[config.mk]
export PLATFORM = sky130hd
export DESIGN_NAME = tsr_host_flat
export DESIGN_NICKNAME = d
export VERILOG_FILES = /design/src/tsr_pkg.sv /design/src/tsr_if.sv /design/src/tsr_host.sv /design/src/flat_wrapper.sv
export SDC_FILE = /design/constraint.sdc
export NUM_CORES = 1
export LEC_CHECK = 0
export BUFFER_PORTS_ARGS = -buffer_cell sky130_fd_sc_hd__buf_2
export CAP_MARGIN = 20
export CORE_ASPECT_RATIO = 0.9
export CORE_MARGIN = 10
export CORE_UTILIZATION = 25
export CTS_CLUSTER_SIZE = 8
export DETAILED_ROUTE_END_ITERATION = 8
export GPL_TIMING_DRIVEN = 0
export PLACE_DENSITY_LB_ADDON = 0.3
export SYNTH_ARGS = -nofsm -noshare
export SYNTH_HDL_FRONTEND = slang
export SYNTH_SLANG_ARGS = --single-unit
[constraint.sdc]
create_clock -name aclk -period 3.18 [get_ports aclk]
set_clock_uncertainty 0.05 [all_clocks]
set_input_delay 0.477 -clock aclk [delete_from_list [all_inputs] [get_ports aclk]]
set_output_delay 0.477 -clock aclk [all_outputs]
set_load 0.005 [all_outputs]
[src/tsr_pkg.sv]
// Shared constants for the tape status and recovery link
package tsr_pkg;
  typedef logic [2:0] tsr_code_t;
  localparam tsr_code_t FN_NONE = 3'h0;
  localparam tsr_code_t FN_BOOT = 3'h1;
  localparam tsr_code_t FN_WRITE = 3'h2;
  localparam tsr_code_t FN_SKIPWRITE = 3'h3;
  localparam tsr_code_t FN_SKIPONLY = 3'h4;
  localparam tsr_code_t FN_READFWD = 3'h5;
  localparam tsr_code_t FN_READBWD = 3'h6;
  localparam tsr_code_t FN_REWIND = 3'h7;
  // Function word fields
  localparam int FW_CODE_LSB = 0;
  localparam int FW_CODE_MSB = 2;
  localparam int FW_TRACK_LSB = 5;
  localparam int FW_TRACK_MSB = 8;
  localparam int CMD_POS_BIT = 9;
  localparam int CMD_GO_BIT = 31;
  // Status word fields
  localparam int ST_FC_LSB = 0;
  localparam int ST_FC_MSB = 3;
  localparam int ST_ABN = 4;
  localparam int ST_BT_LSB = 5;
  localparam int ST_BT_MSB = 8;
  localparam int ST_PAR = 9;
  localparam int ST_LATE = 10;
  localparam int ST_EOF = 11;
  localparam int ST_HASH = 12;
  localparam int ST_EOT = 13;
  localparam int ST_BUSY = 14;
  localparam int ST_ILK = 15;
  localparam int ST_INV = 16;
  localparam int ST_LDP = 17;
  // Frame handling
  localparam logic [8:0] EOF_FRAME = 9'h013;
  localparam logic [3:0] FC_LAST = 4'he;
  localparam logic [3:0] TRACKS = 4'h9;
  localparam logic [7:0] WORDS_FULL = 8'h04;
  localparam logic [7:0] WORDS_SHORT = 8'h03;
  localparam logic [2:0] MAX_RETRY = 3'h3;
  // Controller registers over AXI4-Lite
  localparam int ADDR_W = 4;
  localparam logic [3:0] REG_CMD = 4'h0;
  localparam logic [3:0] REG_WORDS = 4'h4;
  localparam logic [3:0] REG_STATUS = 4'h8;
  localparam logic [3:0] REG_STATE = 4'hc;
  localparam logic [1:0] RESP_OKAY = 2'h0;
  localparam logic [1:0] RESP_SLVERR = 2'h2;
  localparam int SS_BUSY = 0;
  localparam int SS_DONE = 1;
  localparam int SS_ERR = 2;
  localparam int SS_EOF = 3;
  localparam int SS_EOT = 4;
  localparam int SS_RTY_LSB = 5;
  localparam int SS_RTY_MSB = 7;
  localparam int SS_BT_LSB = 8;
  localparam int SS_BT_MSB = 11;
endpackage : tsr_pkg

[src/tsr_if.sv]
// Function word and status word link between host and tape device
`timescale 1ns/10ps
interface tsr_if (
  input wire logic aclk
);
  logic func_valid;
  logic [31:0] func_word;
  logic [31:0] status_word;
  logic status_ready_interrupt;
  modport dev (
    input func_valid,
    input func_word,
    output status_word,
    output status_ready_interrupt
  );
  modport host (
    output func_valid,
    output func_word,
    input status_word,
    input status_ready_interrupt
  );
endinterface : tsr_if

[src/tsr_host.sv]
// Host end: issues functions, applies recovery, AXI4-Lite register slave
// Overview of operation
// - Bootstrap reports like rewind plus forward read
// - Bootstrap error: only reissue the bootstrap
// - Write priority: hash, late, parity, warning
// - Keep end-of-tape warning during any recovery
// - Write parity covers lateral, longitudinal, diagonal
// - Write parity: read backward, then rewrite
// - Data read priority: eof, late, parity, counts
// - Pass read priority: eof, parity, late
// - Pass read: ignore late, long parity noise
// - Pass parity+late, few words: backward then forward
// - Read parity covers lateral, longitudinal, diagonal
// - Short block parity without late: reissue read
// - Long block parity: save track, backward, reread
// - Retry track field: saved value or zeros
// - Long block passed with parity: ignore it
// - Nonzero bad track forces parity indicator
// - Status word delivered with an interrupt
// - Single frame 000010011 means end-of-file
//
// The implementer's own choices: the register offsets and the AXI4-Lite interface to the registers.
`timescale 1ns/10ps
module tsr_host (
  // Clock and reset
  input wire logic aclk,
  input wire logic aresetn,
  // Link to device
  tsr_if.host lnk,
  // AXI4-Lite write channels
  input wire logic [tsr_pkg::ADDR_W-1:0] s_axi_awaddr,
  input wire logic s_axi_awvalid,
  output logic s_axi_awready,
  input wire logic [31:0] s_axi_wdata,
  input wire logic [3:0] s_axi_wstrb,
  input wire logic s_axi_wvalid,
  output logic s_axi_wready,
  output logic [1:0] s_axi_bresp,
  output logic s_axi_bvalid,
  input wire logic s_axi_bready,
  // AXI4-Lite read channels
  input wire logic [tsr_pkg::ADDR_W-1:0] s_axi_araddr,
  input wire logic s_axi_arvalid,
  output logic s_axi_arready,
  output logic [31:0] s_axi_rdata,
  output logic [1:0] s_axi_rresp,
  output logic s_axi_rvalid,
  input wire logic s_axi_rready
);
  import tsr_pkg::*;

  typedef enum logic [2:0] {H_IDLE, H_ISSUE, H_WAIT, H_DECIDE, H_BACK, H_BACK_WAIT} tsr_hstate_e;
  typedef enum logic [1:0] {A_DONE, A_FAIL, A_RETRY, A_BACK} tsr_act_e;

  function automatic logic [31:0] merge(input logic [31:0] old, input logic [31:0] nw, input logic [3:0] strb);
    logic [31:0] res;
    res = old;
    for (int b = 0; b < 4; b++) begin
      if (strb[b]) begin
        res[b*8 +: 8] = nw[b*8 +: 8];
      end
    end
    return res;
  endfunction : merge

  tsr_hstate_e state_reg, state_next;
  logic [31:0] cmd_reg, cmd_next;
  logic [31:0] words_reg, words_next;
  logic [31:0] fword_reg, fword_next;
  logic [31:0] stat_reg, stat_next;
  logic [3:0] saved_bt_reg, saved_bt_next;
  logic [2:0] rty_reg, rty_next;
  logic done_reg, done_next;
  logic err_reg, err_next;
  logic eof_reg, eof_next;
  logic eot_reg, eot_next;
  logic aw_hold_reg, aw_hold_next;
  logic [ADDR_W-1:0] awaddr_reg, awaddr_next;
  logic w_hold_reg, w_hold_next;
  logic [31:0] wdata_reg, wdata_next;
  logic [3:0] wstrb_reg, wstrb_next;
  logic bvalid_reg, bvalid_next;
  logic [1:0] bresp_reg, bresp_next;
  logic rvalid_reg, rvalid_next;
  logic [31:0] rdata_reg, rdata_next;
  logic [1:0] rresp_reg, rresp_next;

  tsr_act_e act;
  tsr_code_t code;
  logic pos, big12, do_write, start;
  logic [31:0] state_word;

  // Recovery decision from the latched status word
  always_comb begin
    code = fword_reg[FW_CODE_MSB:FW_CODE_LSB];
    pos = cmd_reg[CMD_POS_BIT];
    big12 = (words_reg[7:0] >= WORDS_FULL) ||
            ((words_reg[7:0] == WORDS_SHORT) && (stat_reg[ST_FC_MSB:ST_FC_LSB] == 4'h0));
    act = A_DONE;
    if (stat_reg[ST_ILK] || stat_reg[ST_INV]) begin
      act = A_FAIL;
    end else begin
      case (code)
        FN_BOOT: begin
          if (stat_reg[ST_PAR] || stat_reg[ST_LATE] || stat_reg[ST_HASH] || stat_reg[ST_ABN]) begin
            act = A_RETRY;
          end
        end
        FN_WRITE, FN_SKIPWRITE, FN_SKIPONLY: begin
          if (stat_reg[ST_HASH] || stat_reg[ST_LATE]) begin
            act = A_FAIL;
          end else if (stat_reg[ST_PAR]) begin
            act = (code != FN_SKIPONLY && !eot_reg) ? A_BACK : A_FAIL;
          end
        end
        FN_READFWD: begin
          if (stat_reg[ST_EOF]) begin
            act = A_DONE;
          end else if (!pos) begin
            if (stat_reg[ST_LATE]) begin
              act = A_FAIL;
            end else if (stat_reg[ST_PAR]) begin
              act = big12 ? A_BACK : A_RETRY;
            end else if (stat_reg[ST_ABN] || (stat_reg[ST_FC_MSB:ST_FC_LSB] != 4'h0)) begin
              act = A_FAIL;
            end
          end else if (stat_reg[ST_PAR]) begin
            if (stat_reg[ST_LATE] && (words_reg[7:0] <= WORDS_SHORT)) begin
              act = A_BACK;
            end else if (!big12) begin
              act = A_RETRY;
            end else begin
              act = A_DONE;
            end
          end
        end
        default: begin
          act = A_DONE;
        end
      endcase
    end
    if ((act == A_RETRY || act == A_BACK) && (rty_reg == MAX_RETRY)) begin
      act = A_FAIL;
    end
  end

  always_comb begin
    state_word = 32'h0000_0000;
    state_word[SS_BUSY] = (state_reg != H_IDLE);
    state_word[SS_DONE] = done_reg;
    state_word[SS_ERR] = err_reg;
    state_word[SS_EOF] = eof_reg;
    state_word[SS_EOT] = eot_reg;
    state_word[SS_RTY_MSB:SS_RTY_LSB] = rty_reg;
    state_word[SS_BT_MSB:SS_BT_LSB] = saved_bt_reg;
    do_write = aw_hold_reg && w_hold_reg && !bvalid_reg;
    start = do_write && (awaddr_reg == REG_CMD) && wstrb_reg[3] && wdata_reg[CMD_GO_BIT] && (state_reg == H_IDLE);
  end

  // Register slave and function sequencer
  always_comb begin
    state_next = state_reg;
    cmd_next = cmd_reg;
    words_next = words_reg;
    fword_next = fword_reg;
    stat_next = stat_reg;
    saved_bt_next = saved_bt_reg;
    rty_next = rty_reg;
    done_next = done_reg;
    err_next = err_reg;
    eof_next = eof_reg;
    eot_next = eot_reg;
    aw_hold_next = aw_hold_reg;
    awaddr_next = awaddr_reg;
    w_hold_next = w_hold_reg;
    wdata_next = wdata_reg;
    wstrb_next = wstrb_reg;
    bvalid_next = bvalid_reg && !s_axi_bready;
    bresp_next = bresp_reg;
    rvalid_next = rvalid_reg && !s_axi_rready;
    rdata_next = rdata_reg;
    rresp_next = rresp_reg;
    if (s_axi_awvalid && s_axi_awready) begin
      aw_hold_next = 1'b1;
      awaddr_next = s_axi_awaddr;
    end
    if (s_axi_wvalid && s_axi_wready) begin
      w_hold_next = 1'b1;
      wdata_next = s_axi_wdata;
      wstrb_next = s_axi_wstrb;
    end
    if (do_write) begin
      aw_hold_next = 1'b0;
      w_hold_next = 1'b0;
      bvalid_next = 1'b1;
      bresp_next = RESP_OKAY;
      case (awaddr_reg)
        REG_CMD: begin
          if (state_reg == H_IDLE) begin
            cmd_next = merge(cmd_reg, wdata_reg, wstrb_reg);
          end
        end
        REG_WORDS: begin
          words_next = merge(words_reg, wdata_reg, wstrb_reg);
        end
        REG_STATUS, REG_STATE: begin
          bresp_next = RESP_OKAY;
        end
        default: begin
          bresp_next = RESP_SLVERR;
        end
      endcase
    end
    if (s_axi_arvalid && s_axi_arready) begin
      rvalid_next = 1'b1;
      rresp_next = RESP_OKAY;
      case (s_axi_araddr)
        REG_CMD: rdata_next = cmd_reg;
        REG_WORDS: rdata_next = words_reg;
        REG_STATUS: rdata_next = stat_reg;
        REG_STATE: rdata_next = state_word;
        default: begin
          rdata_next = 32'h0000_0000;
          rresp_next = RESP_SLVERR;
        end
      endcase
    end
    if (lnk.status_ready_interrupt && lnk.status_word[ST_EOT]) begin
      eot_next = 1'b1;
    end
    case (state_reg)
      H_IDLE: begin
        if (start) begin
          fword_next = merge(cmd_reg, wdata_reg, wstrb_reg);
          fword_next[CMD_GO_BIT] = 1'b0;
          rty_next = 3'h0;
          done_next = 1'b0;
          err_next = 1'b0;
          eof_next = 1'b0;
          eot_next = 1'b0;
          state_next = H_ISSUE;
        end
      end
      H_ISSUE: begin
        state_next = H_WAIT;
      end
      H_WAIT: begin
        if (lnk.status_ready_interrupt) begin
          stat_next = lnk.status_word;
          state_next = H_DECIDE;
        end
      end
      H_DECIDE: begin
        case (act)
          A_RETRY: begin
            rty_next = rty_reg + 3'h1;
            state_next = H_ISSUE;
          end
          A_BACK: begin
            rty_next = rty_reg + 3'h1;
            if (code == FN_READFWD && !pos) begin
              saved_bt_next = stat_reg[ST_BT_MSB:ST_BT_LSB];
              fword_next[FW_TRACK_MSB:FW_TRACK_LSB] =
                (fword_reg[FW_TRACK_MSB:FW_TRACK_LSB] == 4'h0) ? stat_reg[ST_BT_MSB:ST_BT_LSB] : 4'h0;
            end
            state_next = H_BACK;
          end
          default: begin
            done_next = 1'b1;
            err_next = (act == A_FAIL);
            eof_next = stat_reg[ST_EOF];
            state_next = H_IDLE;
          end
        endcase
      end
      H_BACK: begin
        state_next = H_BACK_WAIT;
      end
      H_BACK_WAIT: begin
        if (lnk.status_ready_interrupt) begin
          state_next = H_ISSUE;
        end
      end
      default: begin
        state_next = H_IDLE;
      end
    endcase
  end

  always_ff @(posedge aclk) begin
    if (!aresetn) begin
      state_reg <= H_IDLE;
      cmd_reg <= 32'h0000_0000;
      words_reg <= 32'h0000_0000;
      fword_reg <= 32'h0000_0000;
      stat_reg <= 32'h0000_0000;
      saved_bt_reg <= 4'h0;
      rty_reg <= 3'h0;
      done_reg <= 1'b0;
      err_reg <= 1'b0;
      eof_reg <= 1'b0;
      eot_reg <= 1'b0;
      aw_hold_reg <= 1'b0;
      awaddr_reg <= REG_CMD;
      w_hold_reg <= 1'b0;
      wdata_reg <= 32'h0000_0000;
      wstrb_reg <= 4'h0;
      bvalid_reg <= 1'b0;
      bresp_reg <= RESP_OKAY;
      rvalid_reg <= 1'b0;
      rdata_reg <= 32'h0000_0000;
      rresp_reg <= RESP_OKAY;
    end else begin
      state_reg <= state_next;
      cmd_reg <= cmd_next;
      words_reg <= words_next;
      fword_reg <= fword_next;
      stat_reg <= stat_next;
      saved_bt_reg <= saved_bt_next;
      rty_reg <= rty_next;
      done_reg <= done_next;
      err_reg <= err_next;
      eof_reg <= eof_next;
      eot_reg <= eot_next;
      aw_hold_reg <= aw_hold_next;
      awaddr_reg <= awaddr_next;
      w_hold_reg <= w_hold_next;
      wdata_reg <= wdata_next;
      wstrb_reg <= wstrb_next;
      bvalid_reg <= bvalid_next;
      bresp_reg <= bresp_next;
      rvalid_reg <= rvalid_next;
      rdata_reg <= rdata_next;
      rresp_reg <= rresp_next;
    end
  end

  // Backward read word carries no track field
  assign lnk.func_valid = (state_reg == H_ISSUE) || (state_reg == H_BACK);
  assign lnk.func_word = (state_reg == H_BACK) ? {29'h0000_0000, FN_READBWD} : fword_reg;
  assign s_axi_awready = !aw_hold_reg && !bvalid_reg;
  assign s_axi_wready = !w_hold_reg && !bvalid_reg;
  assign s_axi_bvalid = bvalid_reg;
  assign s_axi_bresp = bresp_reg;
  assign s_axi_arready = !rvalid_reg;
  assign s_axi_rvalid = rvalid_reg;
  assign s_axi_rdata = rdata_reg;
  assign s_axi_rresp = rresp_reg;
endmodule : tsr_host

[src/flat_wrapper.sv]
// flat-port wrapper written by rule: the top's interface ports become plain ports
module tsr_host_flat import tsr_pkg::*;
  (aclk, aresetn, s_axi_awaddr, s_axi_awvalid, s_axi_awready, s_axi_wdata, s_axi_wstrb, s_axi_wvalid, s_axi_wready, s_axi_bresp, s_axi_bvalid, s_axi_bready, s_axi_araddr, s_axi_arvalid, s_axi_arready, s_axi_rdata, s_axi_rresp, s_axi_rvalid, s_axi_rready, lnk_func_valid, lnk_func_word, lnk_status_word, lnk_status_ready_interrupt);
  tsr_if lnk_i (.aclk(aclk));
  input wire logic aclk;
  input wire logic aresetn;
  input wire logic [tsr_pkg::ADDR_W-1:0] s_axi_awaddr;
  input wire logic s_axi_awvalid;
  output logic s_axi_awready;
  input wire logic [31:0] s_axi_wdata;
  input wire logic [3:0] s_axi_wstrb;
  input wire logic s_axi_wvalid;
  output logic s_axi_wready;
  output logic [1:0] s_axi_bresp;
  output logic s_axi_bvalid;
  input wire logic s_axi_bready;
  input wire logic [tsr_pkg::ADDR_W-1:0] s_axi_araddr;
  input wire logic s_axi_arvalid;
  output logic s_axi_arready;
  output logic [31:0] s_axi_rdata;
  output logic [1:0] s_axi_rresp;
  output logic s_axi_rvalid;
  input wire logic s_axi_rready;
  output wire logic [$bits(lnk_i.func_valid)-1:0] lnk_func_valid;
  output wire logic [$bits(lnk_i.func_word)-1:0] lnk_func_word;
  input wire logic [$bits(lnk_i.status_word)-1:0] lnk_status_word;
  input wire logic [$bits(lnk_i.status_ready_interrupt)-1:0] lnk_status_ready_interrupt;
  assign lnk_func_valid = lnk_i.func_valid;
  assign lnk_func_word = lnk_i.func_word;
  assign lnk_i.status_word = lnk_status_word;
  assign lnk_i.status_ready_interrupt = lnk_status_ready_interrupt;
  tsr_host u_core (.aclk(aclk), .aresetn(aresetn), .lnk(lnk_i), .s_axi_awaddr(s_axi_awaddr), .s_axi_awvalid(s_axi_awvalid), .s_axi_awready(s_axi_awready), .s_axi_wdata(s_axi_wdata), .s_axi_wstrb(s_axi_wstrb), .s_axi_wvalid(s_axi_wvalid), .s_axi_wready(s_axi_wready), .s_axi_bresp(s_axi_bresp), .s_axi_bvalid(s_axi_bvalid), .s_axi_bready(s_axi_bready), .s_axi_araddr(s_axi_araddr), .s_axi_arvalid(s_axi_arvalid), .s_axi_arready(s_axi_arready), .s_axi_rdata(s_axi_rdata), .s_axi_rresp(s_axi_rresp), .s_axi_rvalid(s_axi_rvalid), .s_axi_rready(s_axi_rready));
endmodule
==> metrics.csv <==
stage;metric;value;unit
status;status;finished clean;
clock_tree;clock_path_buffers;3;
place;place_inst;1772;
synth;post-synth-top-count-cell;nand2_1;
grt;overflow;0;
synth;async_flop_share;0;%
hold_path;min_path_type;primary input to register;
sta;slew-limit-headroom;17.9;%
synth;yosys.area.top_type_share;45.4;%
power_and_ir_drop;p_leak;4.67;nW
power_and_ir_drop;total_power;6.37;mW
sta;tightest_slew;1.22;ns
power_and_ir_drop;p_per_area;536;nW/µm²
routing;drt_wl_total;36.4;mm
synth;yosysTopAreaCell;dfxtp_1;
grt;grt_busiest_layer;met2;
grt;use_met3;3.89;%
power_and_ir_drop;vdd_drop_max;0.437;mV
critical_path;critPathMaxFanout;10;
synth;syn_area;9650;µm²
routing;dr.pass1.iters;5;
clock_tree;clkTransAtPathRegs;0.05;ns
clock_tree;clock-sinks;219;
critical_path;crit_chain;clkbuf_1 > nand2b_1 > nor2_1 > clkbuf_1 > or2_2 > buf_2;
cells_and_area;fin_nets;1401;
floorplanning;initial_core_util;25.3;%
synth;postSynthCellCount;1126;
sta;fmax;334;MHz
synth;yosysSeqAreaShare;45.4;%
floorplanning;die_area;46900;µm²
place;hpwl;27.7;mm
critical_path;start_kind;register;
synth;synth_edf_count;0;
critical_path;worstSetupPathType;register to output pin;
floorplanning;die_x;227;µm
grt;antenna_found_initial;2;
synth;synth_seq_cells;219;
power_and_ir_drop;seqPwrFrac;45.1;%
floorplanning;num_io_pins;158;
grt;grt_pass1_wl;53.8;mm
critical_path;arrival;2.47;ns
routing;drt_iter0_drc;714;
grt;use_met2;24.0;%
floorplanning;die_y;206;µm
cells_and_area;n_fill_cell;4062;
routing;num_vias;8758;
power_and_ir_drop;swShare;25.2;%
sta;period_share;94.3;%
grt;grt_use_total;15.2;%
cells_and_area;final_cells;1809;
synth;ys_warn_count;0;
place;dpl_worst_slack;0.406;ns
synth;synthTopCellsByArea;dfxtp_1, nand2_1, a21boi_0;
routing;antenna_left;0;
grt;grt_pass1_vias;8545;
job;max_cap_viol_count;0;
clock_tree;cts-buffers-inserted;31;
power_and_ir_drop;p_int;4.77;mW
cells_and_area;drive_gt1_share;16.5;%
sta;setup_ws;0.182;ns
routing;drc;0;
synth;avgSynthCellArea;8.57;µm²
critical_path;crit_family;buffers and inverters;
critical_path;critical_path_buf_inv_count;3;
critical_path;cp.required;2.65;ns
grt;grt_max_degree;17;
grt;gr-usage-met1;20.1;%
sta;hold_viol;0;
cells_and_area;multiInputGateArea;4850;µm²
power_and_ir_drop;p_comb_share;7.6;%
floorplanning;core.rowCount;68;
critical_path;cp-end-kind;output pin;
sta;setup_viol;0;
sta;slew_violations;0;
clock_tree;clk_latency;0.58;ns
clock_tree;post_cts_buffers;0;
synth;synth_flop_cell;dfxtp_1;
clock_tree;cts_tree;done;
cells_and_area;syn2layout_area_growth;23.1;%
synth;synth_commonest_cells;nand2_1, dfxtp_1, a21boi_0;
power_and_ir_drop;p_switching;1.60;mW
cells_and_area;seq_area;4380;µm²
power_and_ir_drop;pwr-share-clk;47.3;%
sta;min_period;3.00;ns
critical_path;cp_common_cell;clkbuf_1;
sta;rsz0062_at_grt;no;
clock_tree;htreeDepth;1;
place;port_buffers;153;
critical_path;critPathMaxStageDelay;0.55;ns
routing;viasPerCell;4.84;
critical_path;cpMaxStageDelayCell;clkbuf_1;
synth;synthDistinctLibCells;58;
routing;wl_per_cell;20.1;µm
sta;setup_tns;0;ns
place;gp_congestion;0.869;
clock_tree;cts_root_buf;clkbuf_16;
floorplanning;coreArea;38200;µm²
==> final cells by class <==
class	count	area share (%)
multi-input combinational	807	40.8
sequential	219	36.9
clock buffer	32	6.56
timing repair buffer	154	6.49
tap	490	5.16
buffer	94	3.31
clock inverter	2	0.421
inverter	8	0.253
antenna	3	0.0632
==> cells by family after synthesis <==
kind of cell | count (synthesis) | share of synthesized area (%)
AO/OA/AOI/OAI | 283 | 22.6
XOR/XNOR | 2 | 0.182
adder cells (fa/ha/maj) | 2 | 0.259
buffers and inverters | 102 | 4.37
flip-flops | 219 | 45.4
multiplexers | 42 | 4.36
other | 1 | 0.0389
AND/OR/NAND/NOR | 475 | 22.7
==> worst paths after layout <==
check	startpoint	to	slack [ns]	cells after the start
setup / recovery	u_core.state_reg[1]	lnk_func_word[2]	0.18	6
hold / removal	lnk_status_word[29]	u_core.stat_reg[29]	0.09	3
setup reg to reg	u_core.s_axi_bvalid	u_core.fword_reg[11]	0.57	7
hold reg to reg	u_core.saved_bt_reg[2]	u_core.saved_bt_reg[2]	0.41	2
==> stage by stage <==
stage	cell area [µm²]	hold slack (ns)	utilization, %
finish	11900	0.0939	31.1
CTS	11900	0.0826	31.1
global placement	11000	0.396	28.9
floorplan	9650	0.377	-
detailed placement	11000	0.402	28.9
global route	11900	0.103	31.1
==> power groups by stage <==
stage / sequential [mW] / combinational [mW] / clock (mW)
after floorplan: 2.90 / 0.271 / 0
after global placement: 2.93 / 0.474 / 0
after detailed placement: 2.93 / 0.480 / 0
after CTS: 2.87 / 0.482 / 3.06
after global routing: 2.88 / 0.527 / 3.17
final: 2.87 / 0.482 / 3.01
==> routing by layer <==
layer,vias to the layer above,wire (µm)
met5,-,0
met4,0,783
met3,55,2730
met2,292,16400
met1,4140,16500
li1,4271,-
==> timing repair <==
item                                   in CTS  in global routing
endpoints found under the hold margin       0                  0
gates resized for setup                     0                  2
setup endpoints to repair                   0                  9
hold buffers                                0                  0
==> tightest hold or removal path, delay by kind of cell <==
kind                   cells  cell delay (ns)
AOI/OAI and AO/OA          1             0.06
and+or+nand+nor            1             0.04
buffers and inverters      1             0.10
==> cell usage in the layout, fill, tap and decap left out, types with 3 or more instances in the layout <==
| cell type | n |
|---|---|
| or4_1 | 3 |
| nor2_1 | 13 |
| buf_2 | 170 |
| a21oi_1 | 30 |
| conb_1 | 3 |
| nor2b_1 | 48 |
| mux2i_1 | 42 |
| nand2_1 | 283 |
| inv_1 | 8 |
| dfxtp_1 | 219 |
| and3_1 | 8 |
| clkbuf_1 | 69 |
| clkbuf_16 | 31 |
| o2bb2ai_1 | 4 |
| a22oi_1 | 23 |
| nor3_1 | 5 |
| buf_1 | 5 |
| a21boi_0 | 133 |
| diode_2 | 3 |
| o21ai_0 | 21 |
| nand3_1 | 66 |
| o211a_1 | 28 |
| nand2b_1 | 9 |
| o21a_1 | 5 |
| and2_1 | 23 |
| buf_4 | 3 |
| a222oi_1 | 20 |
(Power assumes the default switching activity.)
